File: src/etc_pkg.sv
package etc_pkg;

	// ------------------------------------------------------------
	// register offsets
	// ------------------------------------------------------------
	localparam logic [3:0] ADDR_CTRL_A   = 4'h0;
	localparam logic [3:0] ADDR_CTRL_B   = 4'h1;
	localparam logic [3:0] ADDR_EV_CTRL  = 4'h4;
	localparam logic [3:0] ADDR_INT_EN   = 4'h5;
	localparam logic [3:0] ADDR_INT_FLAG = 4'h6;
	localparam logic [3:0] ADDR_RUN_ST   = 4'h7;
	localparam logic [3:0] ADDR_DBG_CTRL = 4'h8;
	localparam logic [3:0] ADDR_LATCH    = 4'h9;
	localparam logic [3:0] ADDR_CNT_LO   = 4'hA;
	localparam logic [3:0] ADDR_CNT_HI   = 4'hB;
	localparam logic [3:0] ADDR_CMP_LO   = 4'hC;
	localparam logic [3:0] ADDR_CMP_HI   = 4'hD;

	// ------------------------------------------------------------
	// field positions
	// ------------------------------------------------------------
	localparam int BIT_ENABLE    = 0;
	localparam int BIT_CLK_LO    = 1;
	localparam int BIT_SYNC_RST  = 4;
	localparam int BIT_STBY_RUN  = 6;
	localparam int BIT_MODE_LO   = 0;
	localparam int BIT_OUT_EN    = 4;
	localparam int BIT_OUT_INIT  = 5;
	localparam int BIT_ASYNCHRONOUS_OUTPUT     = 6;
	localparam int BIT_EV_EN     = 0;
	localparam int BIT_EDGE      = 4;
	localparam int BIT_FILTER    = 6;
	localparam int BIT_CAPTURE_INTERRUPT      = 0;

	// ------------------------------------------------------------
	// reset values, masks, timing
	// ------------------------------------------------------------
	localparam logic [7:0] RST_BYTE      = 8'h00;
	localparam logic [7:0] MASK_CTRL_A   = 8'h57;
	localparam logic [7:0] MASK_CTRL_B   = 8'h77;
	localparam logic [7:0] MASK_EV_CTRL  = 8'h51;
	localparam logic [7:0] MASK_BIT0     = 8'h01;
	localparam int         FILTER_DEPTH  = 4;

	typedef enum logic [1:0] {
		PERIPHERAL_CLOCK  = 2'b00,
		CLK_HALF = 2'b01,
		CLK_COMP = 2'b10,
		CLK_RSVD = 2'b11
	} etc_clk_t;

	typedef enum logic [2:0] {
		M_PERIODIC = 3'b000,
		M_TIMEOUT  = 3'b001,
		M_CAPTURE  = 3'b010,
		M_FREQ     = 3'b011,
		M_PWIDTH   = 3'b100,
		M_FREQPW   = 3'b101,
		M_SINGLE   = 3'b110,
		M_PWM8     = 3'b111
	} etc_mode_t;

	typedef enum logic [1:0] {
		FP_IDLE = 2'b00,
		FP_HIGH = 2'b01,
		FP_LOW  = 2'b10
	} etc_fp_t;

endpackage : etc_pkg

File: src/etc_event_timer.sv
// Added by the designer: strobed register access.
`timescale 1ns/100ps
module etc_event_timer
	import etc_pkg::*;
(
	input  wire logic       clk_i,
	input  wire logic       rst_b_i,
	input  wire logic [3:0] addr_i,
	input  wire logic [7:0] wdata_i,
	input  wire logic       wr_i,
	input  wire logic       rd_i,
	output logic      [7:0] rdata_o,
	input  wire logic       event_i,
	input  wire logic       comp_tick_i,
	input  wire logic       comp_restart_i,
	input  wire logic       standby_i,
	input  wire logic       debug_halt_i,
	output logic            out_o,
	output logic            irq_o,
	output logic            event_o
);

	logic [7:0]  ctrl_a_reg, ctrl_b_reg, ev_ctrl_reg, int_en_reg, dbg_reg, latch_reg;
	logic [15:0] cnt_reg, cmp_reg;
	logic        flag_reg, run_reg, out_reg, half_reg, ev_prev_reg, filt_reg;
	logic [2:0]  ev_sync_reg;
	logic [FILTER_DEPTH-1:0] hist_reg;
	etc_fp_t     fp_reg;
	etc_mode_t   mode;
	etc_clk_t    clk_sel;
	logic        tick, enabled, ev_clean, rise, fall, act, opp, capture_mode;
	logic        at_top, set_flag, do_cap, do_clr, do_stop, do_start;
	logic        wr_cnt_hi, wr_cmp_hi, rd_cmp_lo, pwm_out;

	assign mode    = etc_mode_t'(ctrl_b_reg[BIT_MODE_LO +: 3]);
	assign clk_sel = etc_clk_t'(ctrl_a_reg[BIT_CLK_LO +: 2]);
	assign capture_mode = (mode inside {M_CAPTURE, M_FREQ, M_PWIDTH, M_FREQPW});

	// ------------------------------------------------------------
	// enable, sleep and clock selection
	// ------------------------------------------------------------
	// standby run bit is moot on the companion clock, which follows its owner
	always_comb begin
		enabled = ctrl_a_reg[BIT_ENABLE];
		if (standby_i && !ctrl_a_reg[BIT_STBY_RUN] && clk_sel != CLK_COMP)
			enabled = 1'b0;
		if (debug_halt_i && !dbg_reg[BIT_CAPTURE_INTERRUPT])
			enabled = 1'b0;
	end

	always_ff @(posedge clk_i) begin
		if (!rst_b_i)
			half_reg <= 1'b0;
		else
			half_reg <= ~half_reg;
	end

	always_comb begin
		unique case (clk_sel)
			PERIPHERAL_CLOCK:  tick = enabled;
			CLK_HALF: tick = enabled & half_reg;
			CLK_COMP: tick = enabled & comp_tick_i;
			CLK_RSVD: tick = 1'b0;
		endcase
	end

	// ------------------------------------------------------------
	// event input: synchroniser, noise filter, edges
	// ------------------------------------------------------------
	// three stages; only stages two and three are looked at
	always_ff @(posedge clk_i) begin
		if (!rst_b_i)
			ev_sync_reg <= 3'h0;
		else
			ev_sync_reg <= {ev_sync_reg[1:0], event_i};
	end

	// filter accepts a level only after four equal samples
	always_ff @(posedge clk_i) begin
		if (!rst_b_i) begin
			hist_reg <= '0;
			filt_reg <= 1'b0;
		end else begin
			hist_reg <= {hist_reg[FILTER_DEPTH-2:0], ev_sync_reg[2]};
			if (&hist_reg)
				filt_reg <= 1'b1;
			else if (~|hist_reg)
				filt_reg <= 1'b0;
		end
	end

	always_comb begin
		if (ev_sync_reg[1] != ev_sync_reg[2])
			ev_clean = ev_prev_reg;
		else
			ev_clean = ev_sync_reg[2];
		if (ev_ctrl_reg[BIT_FILTER])
			ev_clean = filt_reg;
	end

	always_ff @(posedge clk_i) begin
		if (!rst_b_i)
			ev_prev_reg <= 1'b0;
		else
			ev_prev_reg <= ev_clean;
	end

	// events gated by enable bits; debug halt also drops them
	assign rise = enabled & ev_ctrl_reg[BIT_EV_EN] & ev_clean & ~ev_prev_reg;
	assign fall = enabled & ev_ctrl_reg[BIT_EV_EN] & ~ev_clean & ev_prev_reg;
	assign act  = ev_ctrl_reg[BIT_EDGE] ? fall : rise;
	assign opp  = ev_ctrl_reg[BIT_EDGE] ? rise : fall;

	// ------------------------------------------------------------
	// mode decode of event actions
	// ------------------------------------------------------------
	assign at_top = (cnt_reg == cmp_reg);

	always_comb begin
		do_cap   = 1'b0;
		do_clr   = 1'b0;
		do_stop  = 1'b0;
		do_start = 1'b0;
		set_flag = 1'b0;
		unique case (mode)
			M_PERIODIC: set_flag = tick & at_top;
			M_TIMEOUT: begin
				do_start = act;
				do_stop  = opp;
				set_flag = tick & run_reg & at_top;
			end
			M_CAPTURE: begin
				do_cap   = act;
				set_flag = act;
			end
			M_FREQ: begin
				do_cap   = act;
				do_clr   = act;
				set_flag = act;
			end
			M_PWIDTH: begin
				do_clr   = act;
				do_cap   = opp;
				set_flag = opp;
			end
			M_FREQPW: begin
				do_clr   = act & (fp_reg == FP_IDLE);
				do_cap   = opp & (fp_reg == FP_HIGH);
				do_stop  = act & (fp_reg == FP_LOW);
				set_flag = do_stop;
			end
			M_SINGLE: begin
				do_start = (ev_ctrl_reg[BIT_EDGE] ? (rise | fall) : rise) & ~run_reg;
				set_flag = tick & run_reg & at_top;
			end
			M_PWM8: set_flag = tick & (cnt_reg[7:0] == cmp_reg[15:8]);
		endcase
	end

	// combined mode sequencer; a new run waits for the flag to be cleared
	always_ff @(posedge clk_i) begin
		if (!rst_b_i)
			fp_reg <= FP_IDLE;
		else if (mode != M_FREQPW)
			fp_reg <= FP_IDLE;
		else begin
			unique case (fp_reg)
				FP_IDLE: if (do_clr && !flag_reg) fp_reg <= FP_HIGH;
				FP_HIGH: if (do_cap) fp_reg <= FP_LOW;
				FP_LOW:  if (do_stop) fp_reg <= FP_IDLE;
				default: fp_reg <= FP_IDLE;
			endcase
		end
	end

	// ------------------------------------------------------------
	// counter and run state
	// ------------------------------------------------------------
	// software write has priority over counting
	always_ff @(posedge clk_i) begin
		if (!rst_b_i)
			cnt_reg <= 16'h0000;
		else if (wr_i && addr_i == ADDR_CNT_HI)
			cnt_reg <= {wdata_i, latch_reg};
		else if (do_clr || do_start || (comp_restart_i && ctrl_a_reg[BIT_SYNC_RST]))
			cnt_reg <= 16'h0000;
		else if (tick && run_reg) begin
			if (mode == M_PWM8 && cnt_reg[7:0] >= cmp_reg[7:0])
				cnt_reg <= 16'h0000;
			else if ((mode == M_PERIODIC) && at_top)
				cnt_reg <= 16'h0000;
			else if (!((mode == M_SINGLE || mode == M_TIMEOUT) && at_top))
				cnt_reg <= cnt_reg + 16'h0001;
		end
	end

	// single-shot and timeout stop at top; combined mode runs from clear to stop; others free-run while enabled
	always_ff @(posedge clk_i) begin
		if (!rst_b_i)
			run_reg <= 1'b0;
		else if (!ctrl_a_reg[BIT_ENABLE])
			run_reg <= 1'b0;
		else if (do_start)
			run_reg <= 1'b1;
		else if (do_stop)
			run_reg <= 1'b0;
		else if ((mode == M_SINGLE || mode == M_TIMEOUT) && tick && at_top)
			run_reg <= 1'b0;
		else if (mode != M_SINGLE && mode != M_TIMEOUT && mode != M_FREQPW)
			run_reg <= 1'b1;
		else if (mode == M_FREQPW && do_clr)
			run_reg <= 1'b1;
	end

	// ------------------------------------------------------------
	// register bus
	// ------------------------------------------------------------
	assign wr_cnt_hi = wr_i && addr_i == ADDR_CNT_HI;
	assign wr_cmp_hi = wr_i && addr_i == ADDR_CMP_HI;
	assign rd_cmp_lo = rd_i && addr_i == ADDR_CMP_LO;

	always_ff @(posedge clk_i) begin
		if (!rst_b_i) begin
			ctrl_a_reg  <= RST_BYTE;
			ctrl_b_reg  <= RST_BYTE;
			ev_ctrl_reg <= RST_BYTE;
			int_en_reg  <= RST_BYTE;
			dbg_reg     <= RST_BYTE;
		end else if (wr_i) begin
			if (addr_i == ADDR_CTRL_A)   ctrl_a_reg  <= wdata_i & MASK_CTRL_A;
			if (addr_i == ADDR_CTRL_B)   ctrl_b_reg  <= wdata_i & MASK_CTRL_B;
			if (addr_i == ADDR_EV_CTRL)  ctrl_a_reg  <= ctrl_a_reg;
			if (addr_i == ADDR_EV_CTRL)  ev_ctrl_reg <= wdata_i & MASK_EV_CTRL;
			if (addr_i == ADDR_INT_EN)   int_en_reg  <= wdata_i & MASK_BIT0;
			if (addr_i == ADDR_DBG_CTRL) dbg_reg     <= wdata_i & MASK_BIT0;
		end
	end

	// shared latch: low write parks, high read fetches the held byte
	always_ff @(posedge clk_i) begin
		if (!rst_b_i)
			latch_reg <= RST_BYTE;
		else if (wr_i && (addr_i == ADDR_LATCH || addr_i == ADDR_CNT_LO
		                  || addr_i == ADDR_CMP_LO))
			latch_reg <= wdata_i;
		else if (rd_i && addr_i == ADDR_CNT_LO)
			latch_reg <= cnt_reg[15:8];
		else if (rd_cmp_lo)
			latch_reg <= cmp_reg[15:8];
	end

	// compare doubles as top value or capture holder
	always_ff @(posedge clk_i) begin
		if (!rst_b_i)
			cmp_reg <= 16'h0000;
		else if (wr_cmp_hi)
			cmp_reg <= {wdata_i, latch_reg};
		else if (do_cap && capture_mode)
			cmp_reg <= cnt_reg;
	end

	// set beats clear on the same cycle
	always_ff @(posedge clk_i) begin
		if (!rst_b_i)
			flag_reg <= 1'b0;
		else if (set_flag)
			flag_reg <= 1'b1;
		else if (wr_i && addr_i == ADDR_INT_FLAG && wdata_i[BIT_CAPTURE_INTERRUPT])
			flag_reg <= 1'b0;
		else if (rd_cmp_lo && capture_mode)
			flag_reg <= 1'b0;
	end

	always_ff @(posedge clk_i) begin
		if (!rst_b_i)
			rdata_o <= RST_BYTE;
		else if (!rd_i)
			rdata_o <= RST_BYTE;
		else begin
			unique case (addr_i)
				ADDR_CTRL_A:   rdata_o <= ctrl_a_reg;
				ADDR_CTRL_B:   rdata_o <= ctrl_b_reg;
				ADDR_EV_CTRL:  rdata_o <= ev_ctrl_reg;
				ADDR_INT_EN:   rdata_o <= int_en_reg;
				ADDR_INT_FLAG: rdata_o <= {7'h00, flag_reg};
				ADDR_RUN_ST:   rdata_o <= {7'h00, run_reg};
				ADDR_DBG_CTRL: rdata_o <= dbg_reg;
				ADDR_LATCH:    rdata_o <= latch_reg;
				ADDR_CNT_LO:   rdata_o <= cnt_reg[7:0];
				ADDR_CMP_LO:   rdata_o <= cmp_reg[7:0];
				ADDR_CNT_HI,
				ADDR_CMP_HI:   rdata_o <= latch_reg;
				default:       rdata_o <= RST_BYTE;
			endcase
		end
	end

	// ------------------------------------------------------------
	// output pin
	// ------------------------------------------------------------
	assign pwm_out = (cmp_reg[7:0] != 8'h00) && (cnt_reg[7:0] < cmp_reg[15:8]);

	always_ff @(posedge clk_i) begin
		if (!rst_b_i)
			out_reg <= 1'b0;
		else if (!ctrl_b_reg[BIT_OUT_EN])
			out_reg <= 1'b0;
		else if (mode == M_SINGLE) begin
			if (ctrl_b_reg[BIT_ASYNCHRONOUS_OUTPUT] && do_start)
				out_reg <= 1'b1;
			else
				out_reg <= run_reg;
		end else if (mode == M_PWM8)
			out_reg <= pwm_out;
		else
			out_reg <= ctrl_b_reg[BIT_OUT_INIT];
	end

	assign out_o   = out_reg;
	assign irq_o   = flag_reg & int_en_reg[BIT_CAPTURE_INTERRUPT];
	assign event_o = set_flag;

	// ------------------------------------------------------------
	// checks
	// ------------------------------------------------------------
	a_out_forced_low: assert property (@(posedge clk_i) disable iff (!rst_b_i)
		!ctrl_b_reg[BIT_OUT_EN] |=> !out_o) else $error("output not forced low");
	a_disabled_idle: assert property (@(posedge clk_i) disable iff (!rst_b_i)
		!ctrl_a_reg[BIT_ENABLE] |=> !run_reg) else $error("run while disabled");
	a_capture_loads: assert property (@(posedge clk_i) disable iff (!rst_b_i)
		(mode == M_CAPTURE && act && !wr_cmp_hi) |=> cmp_reg == $past(cnt_reg))
		else $error("capture missed");
	a_flag_sets: assert property (@(posedge clk_i) disable iff (!rst_b_i)
		set_flag |=> flag_reg) else $error("flag not set");
	a_freq_clears: assert property (@(posedge clk_i) disable iff (!rst_b_i)
		(mode == M_FREQ && act && !wr_cnt_hi) |=> cnt_reg == 16'h0000)
		else $error("counter not cleared");
	a_periodic_quiet: assert property (@(posedge clk_i) disable iff (!rst_b_i)
		(mode == M_PERIODIC && !wr_cmp_hi) |=> $stable(cmp_reg)) else $error("edge acted");
	a_events_gated: assert property (@(posedge clk_i) disable iff (!rst_b_i)
		(!ev_ctrl_reg[BIT_EV_EN] && capture_mode) |-> !set_flag) else $error("ungated event");
	a_init_level: assert property (@(posedge clk_i) disable iff (!rst_b_i)
		(mode != M_SINGLE && mode != M_PWM8 && ctrl_b_reg[BIT_OUT_EN]) [*2]
		|-> out_o == $past(ctrl_b_reg[BIT_OUT_INIT])) else $error("initial level wrong");
	a_sync_restart: assert property (@(posedge clk_i) disable iff (!rst_b_i)
		(comp_restart_i && ctrl_a_reg[BIT_SYNC_RST] && !wr_cnt_hi) |=> cnt_reg == 16'h0000)
		else $error("no restart with companion");
	a_shot_high: assert property (@(posedge clk_i) disable iff (!rst_b_i)
		(mode == M_SINGLE && ctrl_b_reg[BIT_OUT_EN] && run_reg) |=> out_o)
		else $error("shot output low while running");
	c_capture: cover property (@(posedge clk_i) mode == M_CAPTURE && act);
	c_freqpw: cover property (@(posedge clk_i) mode == M_FREQPW && do_stop);
	c_single: cover property (@(posedge clk_i) mode == M_SINGLE && do_start);
	c_pwidth: cover property (@(posedge clk_i) mode == M_PWIDTH && opp);
	c_sync: cover property (@(posedge clk_i) comp_restart_i && ctrl_a_reg[BIT_SYNC_RST]);

endmodule : etc_event_timer

File: config.mk
export PLATFORM = sky130hd
export DESIGN_NAME = etc_event_timer
export DESIGN_NICKNAME = d
export VERILOG_FILES = /design/src/etc_pkg.sv /design/src/etc_event_timer.sv
export SDC_FILE = /design/constraint.sdc
export NUM_CORES = 1
export LEC_CHECK = 0
export ABC_AREA = 1
export ABC_CLOCK_PERIOD_IN_PS = 3300
export BUFFER_PORTS_ARGS = -buffer_cell sky130_fd_sc_hd__buf_2
export CAP_MARGIN = 20
export CORE_MARGIN = 2
export CORE_UTILIZATION = 30
export CTS_BUF_LIST = sky130_fd_sc_hd__clkbuf_4 sky130_fd_sc_hd__clkbuf_8
export CTS_CLUSTER_SIZE = 24
export DETAILED_ROUTE_END_ITERATION = 8
export SETUP_SLACK_MARGIN = 0.4
export SLEW_MARGIN = 20
export SYNTH_ARGS = -nofsm -noshare
export SYNTH_HDL_FRONTEND = slang
export SYNTH_SLANG_ARGS = --single-unit
File: constraint.sdc
create_clock -name clk_i -period 3.3 [get_ports clk_i]
set_clock_uncertainty 0.1 [all_clocks]
set_input_delay 0.33 -clock clk_i [delete_from_list [all_inputs] [get_ports clk_i]]
set_output_delay 0.33 -clock clk_i [all_outputs]
set_load 0.02 [all_outputs]
# Word-level counts from Yosys, hierarchy flattened
# Index checks and enable logic that the tools add are counted.
totals:
  wordCells: 182
  rom_bits: 0
  latchBits: 0
  mem_count: 0
  mem_bits_rw: 0
  regBits: 79
  out_inout_bits: 11
  input_bits: 21
op_classes:
  n_mul: 0
  bitwise_logic: 23
  n_shift: 0
  mux: 42
  n_div: 0
  eq_ne: 35
  reduce_logical: 61
  magnitude_cmp: 2
  addsub: 1
op_table:
  columns: ["cell", "count"]
  rows:
  - ["16-bit 2-to-1 mux", 8]
  - ["8-bit case mux with 10 select lines", 1]
  - ["1-bit logical AND", 25]
  - ["4-bit equality test (second input constant)", 6]
  - ["8-bit 2-to-1 mux", 3]
  - ["1-bit 2-to-1 mux", 20]
  - ["16-bit by 1-bit adder with 16-bit output (second input constant)", 1]
  - ["1-bit bitwise AND", 16]
  - ["16-bit equality test", 1]
  - ["4-bit by 3-bit equality test with 1-bit output (second input constant)", 4]
  - ["2-bit AND reduction", 8]
  - ["3-bit equality test (second input constant)", 4]
  - ["3-bit nonzero test", 3]
  - ["8-bit equality test", 1]
  - ["8-bit greater-or-equal comparator", 1]
  - ["8-bit less-than comparator", 1]
  - ["2-bit inequality test (second input constant)", 4]
  - ["8-bit nonzero test", 1]
  - ["2-bit OR reduction", 4]
  - ["2-bit equality test (second input constant)", 3]
  - ["3-bit by 2-bit equality test with 1-bit output (second input constant)", 2]
  - ["2-bit 2-to-1 mux", 3]
  - ["3-bit inequality test (second input constant)", 2]
  - ["1-bit inverter", 6]
  - ["25 further kinds", 36]

# Logic depth before layout (Yosys ltp)
depth:
  depth_word: 17
  depth_mapped: 16
  ltp_nobuf: 15

# Least setup slack after synthesis
# OpenSTA, ideal clock, no wires.
synth_path:
  path_kind: "register to output"
  start: "register cmp_reg[7]"
  end: "output event_o"
  path_stages_with_launch: 11
  path_slack_ps: 1344
  required_time_ps: 2870
  arrival_ps: 1526
  path_buffers: 0
  path_cell_list: "dfxtp_1 -> inv_1 -> ha_1 -> nand2_1 -> nor2_1 -> nand2_1 -> nor3_1 -> nand3b_1 -> o21ai_0 -> nor2_1 -> nand2_1"
synth_via:
  elab_chain_len: 3
  word_cells_on_any_way: 4
  classes_between: "1 x eq/ne; 1 x mux; 2 x bitwise"
synth_rtl:
  columns: ["element", "line_no", "text"]
  rows:
  - ["start, declared", "etc_event_timer.sv:24", "logic [15:0] cnt_reg, cmp_reg;"]
  - ["start signal, assigned", "etc_event_timer.sv:257", "cmp_reg <= {wdata_i, latch_reg};"]
  - ["start signal, assigned", "etc_event_timer.sv:259", "cmp_reg <= cnt_reg;"]
  - ["16-bit equality test *", "etc_event_timer.sv:117", "assign at_top = (cnt_reg == cmp_reg);"]
  - ["1-bit bitwise AND (on tied branches)", "etc_event_timer.sv:130, etc_event_timer.sv:154, etc_event_timer.sv:126", null]
  - ["1-bit case mux with 6 select lines *", "etc_event_timer.sv:125", "unique case (mode)"]
  - ["end, declared", "etc_event_timer.sv:20", "output logic event_o"]
# Mark *: on every way between the ends. The rest lies on a longest branch, timed or not.

# Final worst setup path
layout_path:
  start: "register cmp_reg[6]"
  end: "output event_o"
# Same word-level chain as after synthesis.

==> impl_metrics.env <==
export IMPL_outcome="finished, final reports clean"
export IMPL_die_y_microns=132
export IMPL_hp_class="input port to flip-flop"
export IMPL_cts_sinks=79
export IMPL_nets=840
export IMPL_power_density_nw_per_um2=384
export IMPL_synth_xor_area_share_pct=3.36
export IMPL_cp_slowest_cell="dfxtp_1"
export IMPL_root_buffer="clkbuf_8"
export IMPL_grt_pass1_vias=4570
export IMPL_drive_gt1_share_pct=9.69
export IMPL_layout_common_cells="nand2_1 (193), nor2_1 (122), inv_1 (88)"
export IMPL_cts_tree="done"
export IMPL_r2r_slack_ps=770
export IMPL_worstPathMaxFanout=3
export IMPL_syn_nets=817
export IMPL_seqPwrFrac_pct=47.8
export IMPL_synthSimpleGateAreaFrac_pct=35.0
export IMPL_final_setup_tns_ps=0
export IMPL_period_minus_slack_ps=2710
export IMPL_hold_path_depth=3
export IMPL_fillCellCount=1828
export IMPL_maxCapViolCount=0
export IMPL_worstSkewPairLatency_ps=380
export IMPL_wire_per_inst_microns=15.3
export IMPL_ys_seq_area_share_pct=32.0
export IMPL_drv_slew=0
export IMPL_core_sq_um=16000
export IMPL_area_growth_syn_to_layout_pct=11.6
export IMPL_overflow=0
export IMPL_numCtsBuffers=9
export IMPL_rsz0062_at_grt="true"
export IMPL_viasPerCell=4.88
export IMPL_grt_first_pass_wirelength_mm=24.9
export IMPL_routed_wirelength_mm=15.6
export IMPL_r2r_end="cnt_reg[12]"
export IMPL_timing_rr_start="ctrl_a_reg[2]"
export IMPL_synth_seq_cells=79
export IMPL_grtUsageTotal_pct=18.2
export IMPL_antenna_found_initial=0
export IMPL_final_common_cell="nand2_1"
export IMPL_ant_nets=0
export IMPL_num_antenna_cells=0
export IMPL_muxShareOfSynthArea_pct=0
export IMPL_finalHoldViolCount=0
export IMPL_synth_top_family_by_area="simple AND/OR/NAND/NOR gates"
export IMPL_syn_inst=777
export IMPL_slowest_delay_ps=380
export IMPL_crit_top_cell="nand2_1"
export IMPL_via_count=4982
export IMPL_rr_worst_depth=10
export IMPL_clockPowerShare_pct=38.6
export IMPL_end_kind="output port"
export IMPL_synth_compound_area_share_pct=15.2
export IMPL_drc=0
export IMPL_fin_area_sq_um=5520
export IMPL_die_w_microns=132
export IMPL_setup_violations=0
export IMPL_yosysWarningCount=0
export IMPL_boundaryPins=32
export IMPL_first_pass_iters=5
export IMPL_dpl_hpwl_mm=11.7
export IMPL_cts_buffer_depth=2
export IMPL_min_from="event_i"
export IMPL_finish_utilization_pct=34.5
export IMPL_power_mw=2.12
export IMPL_crit_type="flip-flop to output port"
export IMPL_rows=46
export IMPL_required_ps=2870
export IMPL_max_slew_margin_rel_pct=46.4
export IMPL_cp_cell_sequence="inv_1, ha_1, nand2_1, nor2_1, nand2_1, nor3_1, nand3b_1, o21ai_0, nor2_1, nand2_1, buf_2"
export IMPL_combPwrFrac_pct=13.6
export IMPL_htreeDepth=3
export IMPL_hold_end="ev_sync_reg[0]"
export IMPL_cp_arrival_ps=2280
export IMPL_synth_area_sq_um=4950
export IMPL_cp_start_kind="flip-flop"
export IMPL_grt_max_degree=38
export IMPL_switchingPower_mw=0.618
export IMPL_timing_final_crit_share_pct=82.2
export IMPL_drt_initial_drc_count=516
export IMPL_switching_share_pct=29.2
export IMPL_leakage_nw=2.43
export IMPL_io_buffers=31
export IMPL_placed_area_sq_um=5290
export IMPL_vdd_ir_drop_max_mv=0.209
export IMPL_post_cts_setup_buffer_count=0
export IMPL_cts_clk_slew_worst_paths_ps=90
export IMPL_synth_area_per_cell_sq_um=6.37
export IMPL_internal_power_mw=1.50
export IMPL_initial_utilization_pct=30.9
export IMPL_dieArea_sq_um=17500
export IMPL_yosys_area_share_adder_pct=4.81
export IMPL_fmax_ghz=0.369
export IMPL_gp_congestion=0.910
export IMPL_tightest_slew_ps=803
export IMPL_yosysUniqueCellTypes=38
[layout make-up]
| type | count | area, sq um | area share [%] |
|---|---|---|---|
| multi-input cells | 578 | 2900 | 52.4 |
| flip-flops and latches | 79 | 1580 | 28.6 |
| inverters | 96 | 360 | 6.53 |
| well taps | 216 | 270 | 4.90 |
| repair buffers | 36 | 193 | 3.49 |
| clock buffers | 9 | 124 | 2.24 |
| clock inverters | 7 | 96.3 | 1.75 |
[what timing repair did]
action	CTS	global route
hold endpoints to repair	0	0
hold buffers	0	0
resized for setup	0	1
setup endpoints to repair	0	3
[worst max path at each step]
stage | start | to | depth (start not counted)
floorplan | cmp_reg[7] | event_o | 10
global placement | ctrl_a_reg[1] | cmp_reg[10] | 12
detailed placement | ctrl_a_reg[1] | cmp_reg[1] | 12
CTS | cmp_reg[7] | event_o | 11
global route | ctrl_a_reg[1] | event_o | 13
finish | cmp_reg[6] | event_o | 11
[per-stage QoR]
stage                     hold WS [ps]  setup slack [ps]  cells
after floorplan                    290              1340    777
after global placement             295               806   1005
after detailed placement           304               759   1005
after CTS                         13.1               562   1021
after global routing              31.4               390   1021
final                             29.0               588   1021
[layer usage]
| layer | GRT usage [%] | vias up | wire length [microns] |
|---|---|---|---|
| met5 | 0 | - | 0 |
| met4 | 4.30 | 0 | 236 |
| met3 | 4.96 | 18 | 1040 |
| met2 | 27.4 | 149 | 6860 |
| met1 | 25.8 | 2250 | 7500 |
| li1 | - | 2565 | - |
[power by group through the flow]
stage / clock network [mW] / logic (mW) / registers, mW
floorplan: 0 / 0.211 / 1.02
global placement: 0 / 0.285 / 1.04
detailed placement: 0 / 0.285 / 1.04
CTS: 0.845 / 0.286 / 1.01
global route: 0.881 / 0.328 / 1.02
finish: 0.817 / 0.289 / 1.01
[synth_stat cells]
cell type / number / area [sq um]
nand2_1: 193 / 724
nor2_1: 122 / 458
inv_1: 88 / 330
dfxtp_1: 79 / 1580
o21ai_0: 53 / 265
a21oi_1: 45 / 225
nand3_1: 43 / 215
ha_1: 19 / 238
clkbuf_1: 12 / 45.0
o22ai_1: 12 / 75.1
xor2_1: 12 / 105
nor3_1: 11 / 55.1
nand4_1: 10 / 62.6
nor4_1: 8 / 50.1
xnor2_1: 7 / 61.3
buf_2: 6 / 30.0
inv_2: 6 / 22.5
nor2_2: 6 / 37.5
a211oi_1: 5 / 37.5
nand3_2: 4 / 40.0
a221oi_1: 3 / 26.3
buf_1: 3 / 11.3
nand2_2: 3 / 18.8
o211ai_1: 3 / 22.5
o21a_1: 3 / 22.5
o21ai_1: 3 / 15.0
a31oi_1: 2 / 12.5
buf_6: 2 / 22.5
clkinv_1: 2 / 7.51
nand3_4: 2 / 35.0
nand3b_1: 2 / 15.0
nor3_2: 2 / 20.0
a2111oi_0: 1 / 8.76
a21oi_2: 1 / 8.76
a21oi_4: 1 / 16.3
buf_4: 1 / 7.51
o21ai_2: 1 / 8.76
o31ai_1: 1 / 7.51
[worst max-delay path: cells and delay by family (launching register included)]
family | cells | cell delay (ps)
DFF | 1 | 380
adders and majority gates | 1 | 270
AOI/OAI and AO/OA | 1 | 180
buffers and inverters | 2 | 250
and+or+nand+nor | 7 | 820
[cell families after synthesis]
group / after synthesis
and+or+nand+nor: 406
AOI/OAI and AO/OA: 134
adders and majority gates: 19
xor gates and xnor gates: 19
DFF: 79
buffers and inverters: 120
Note: power is estimated with default switching activity, not from simulation.
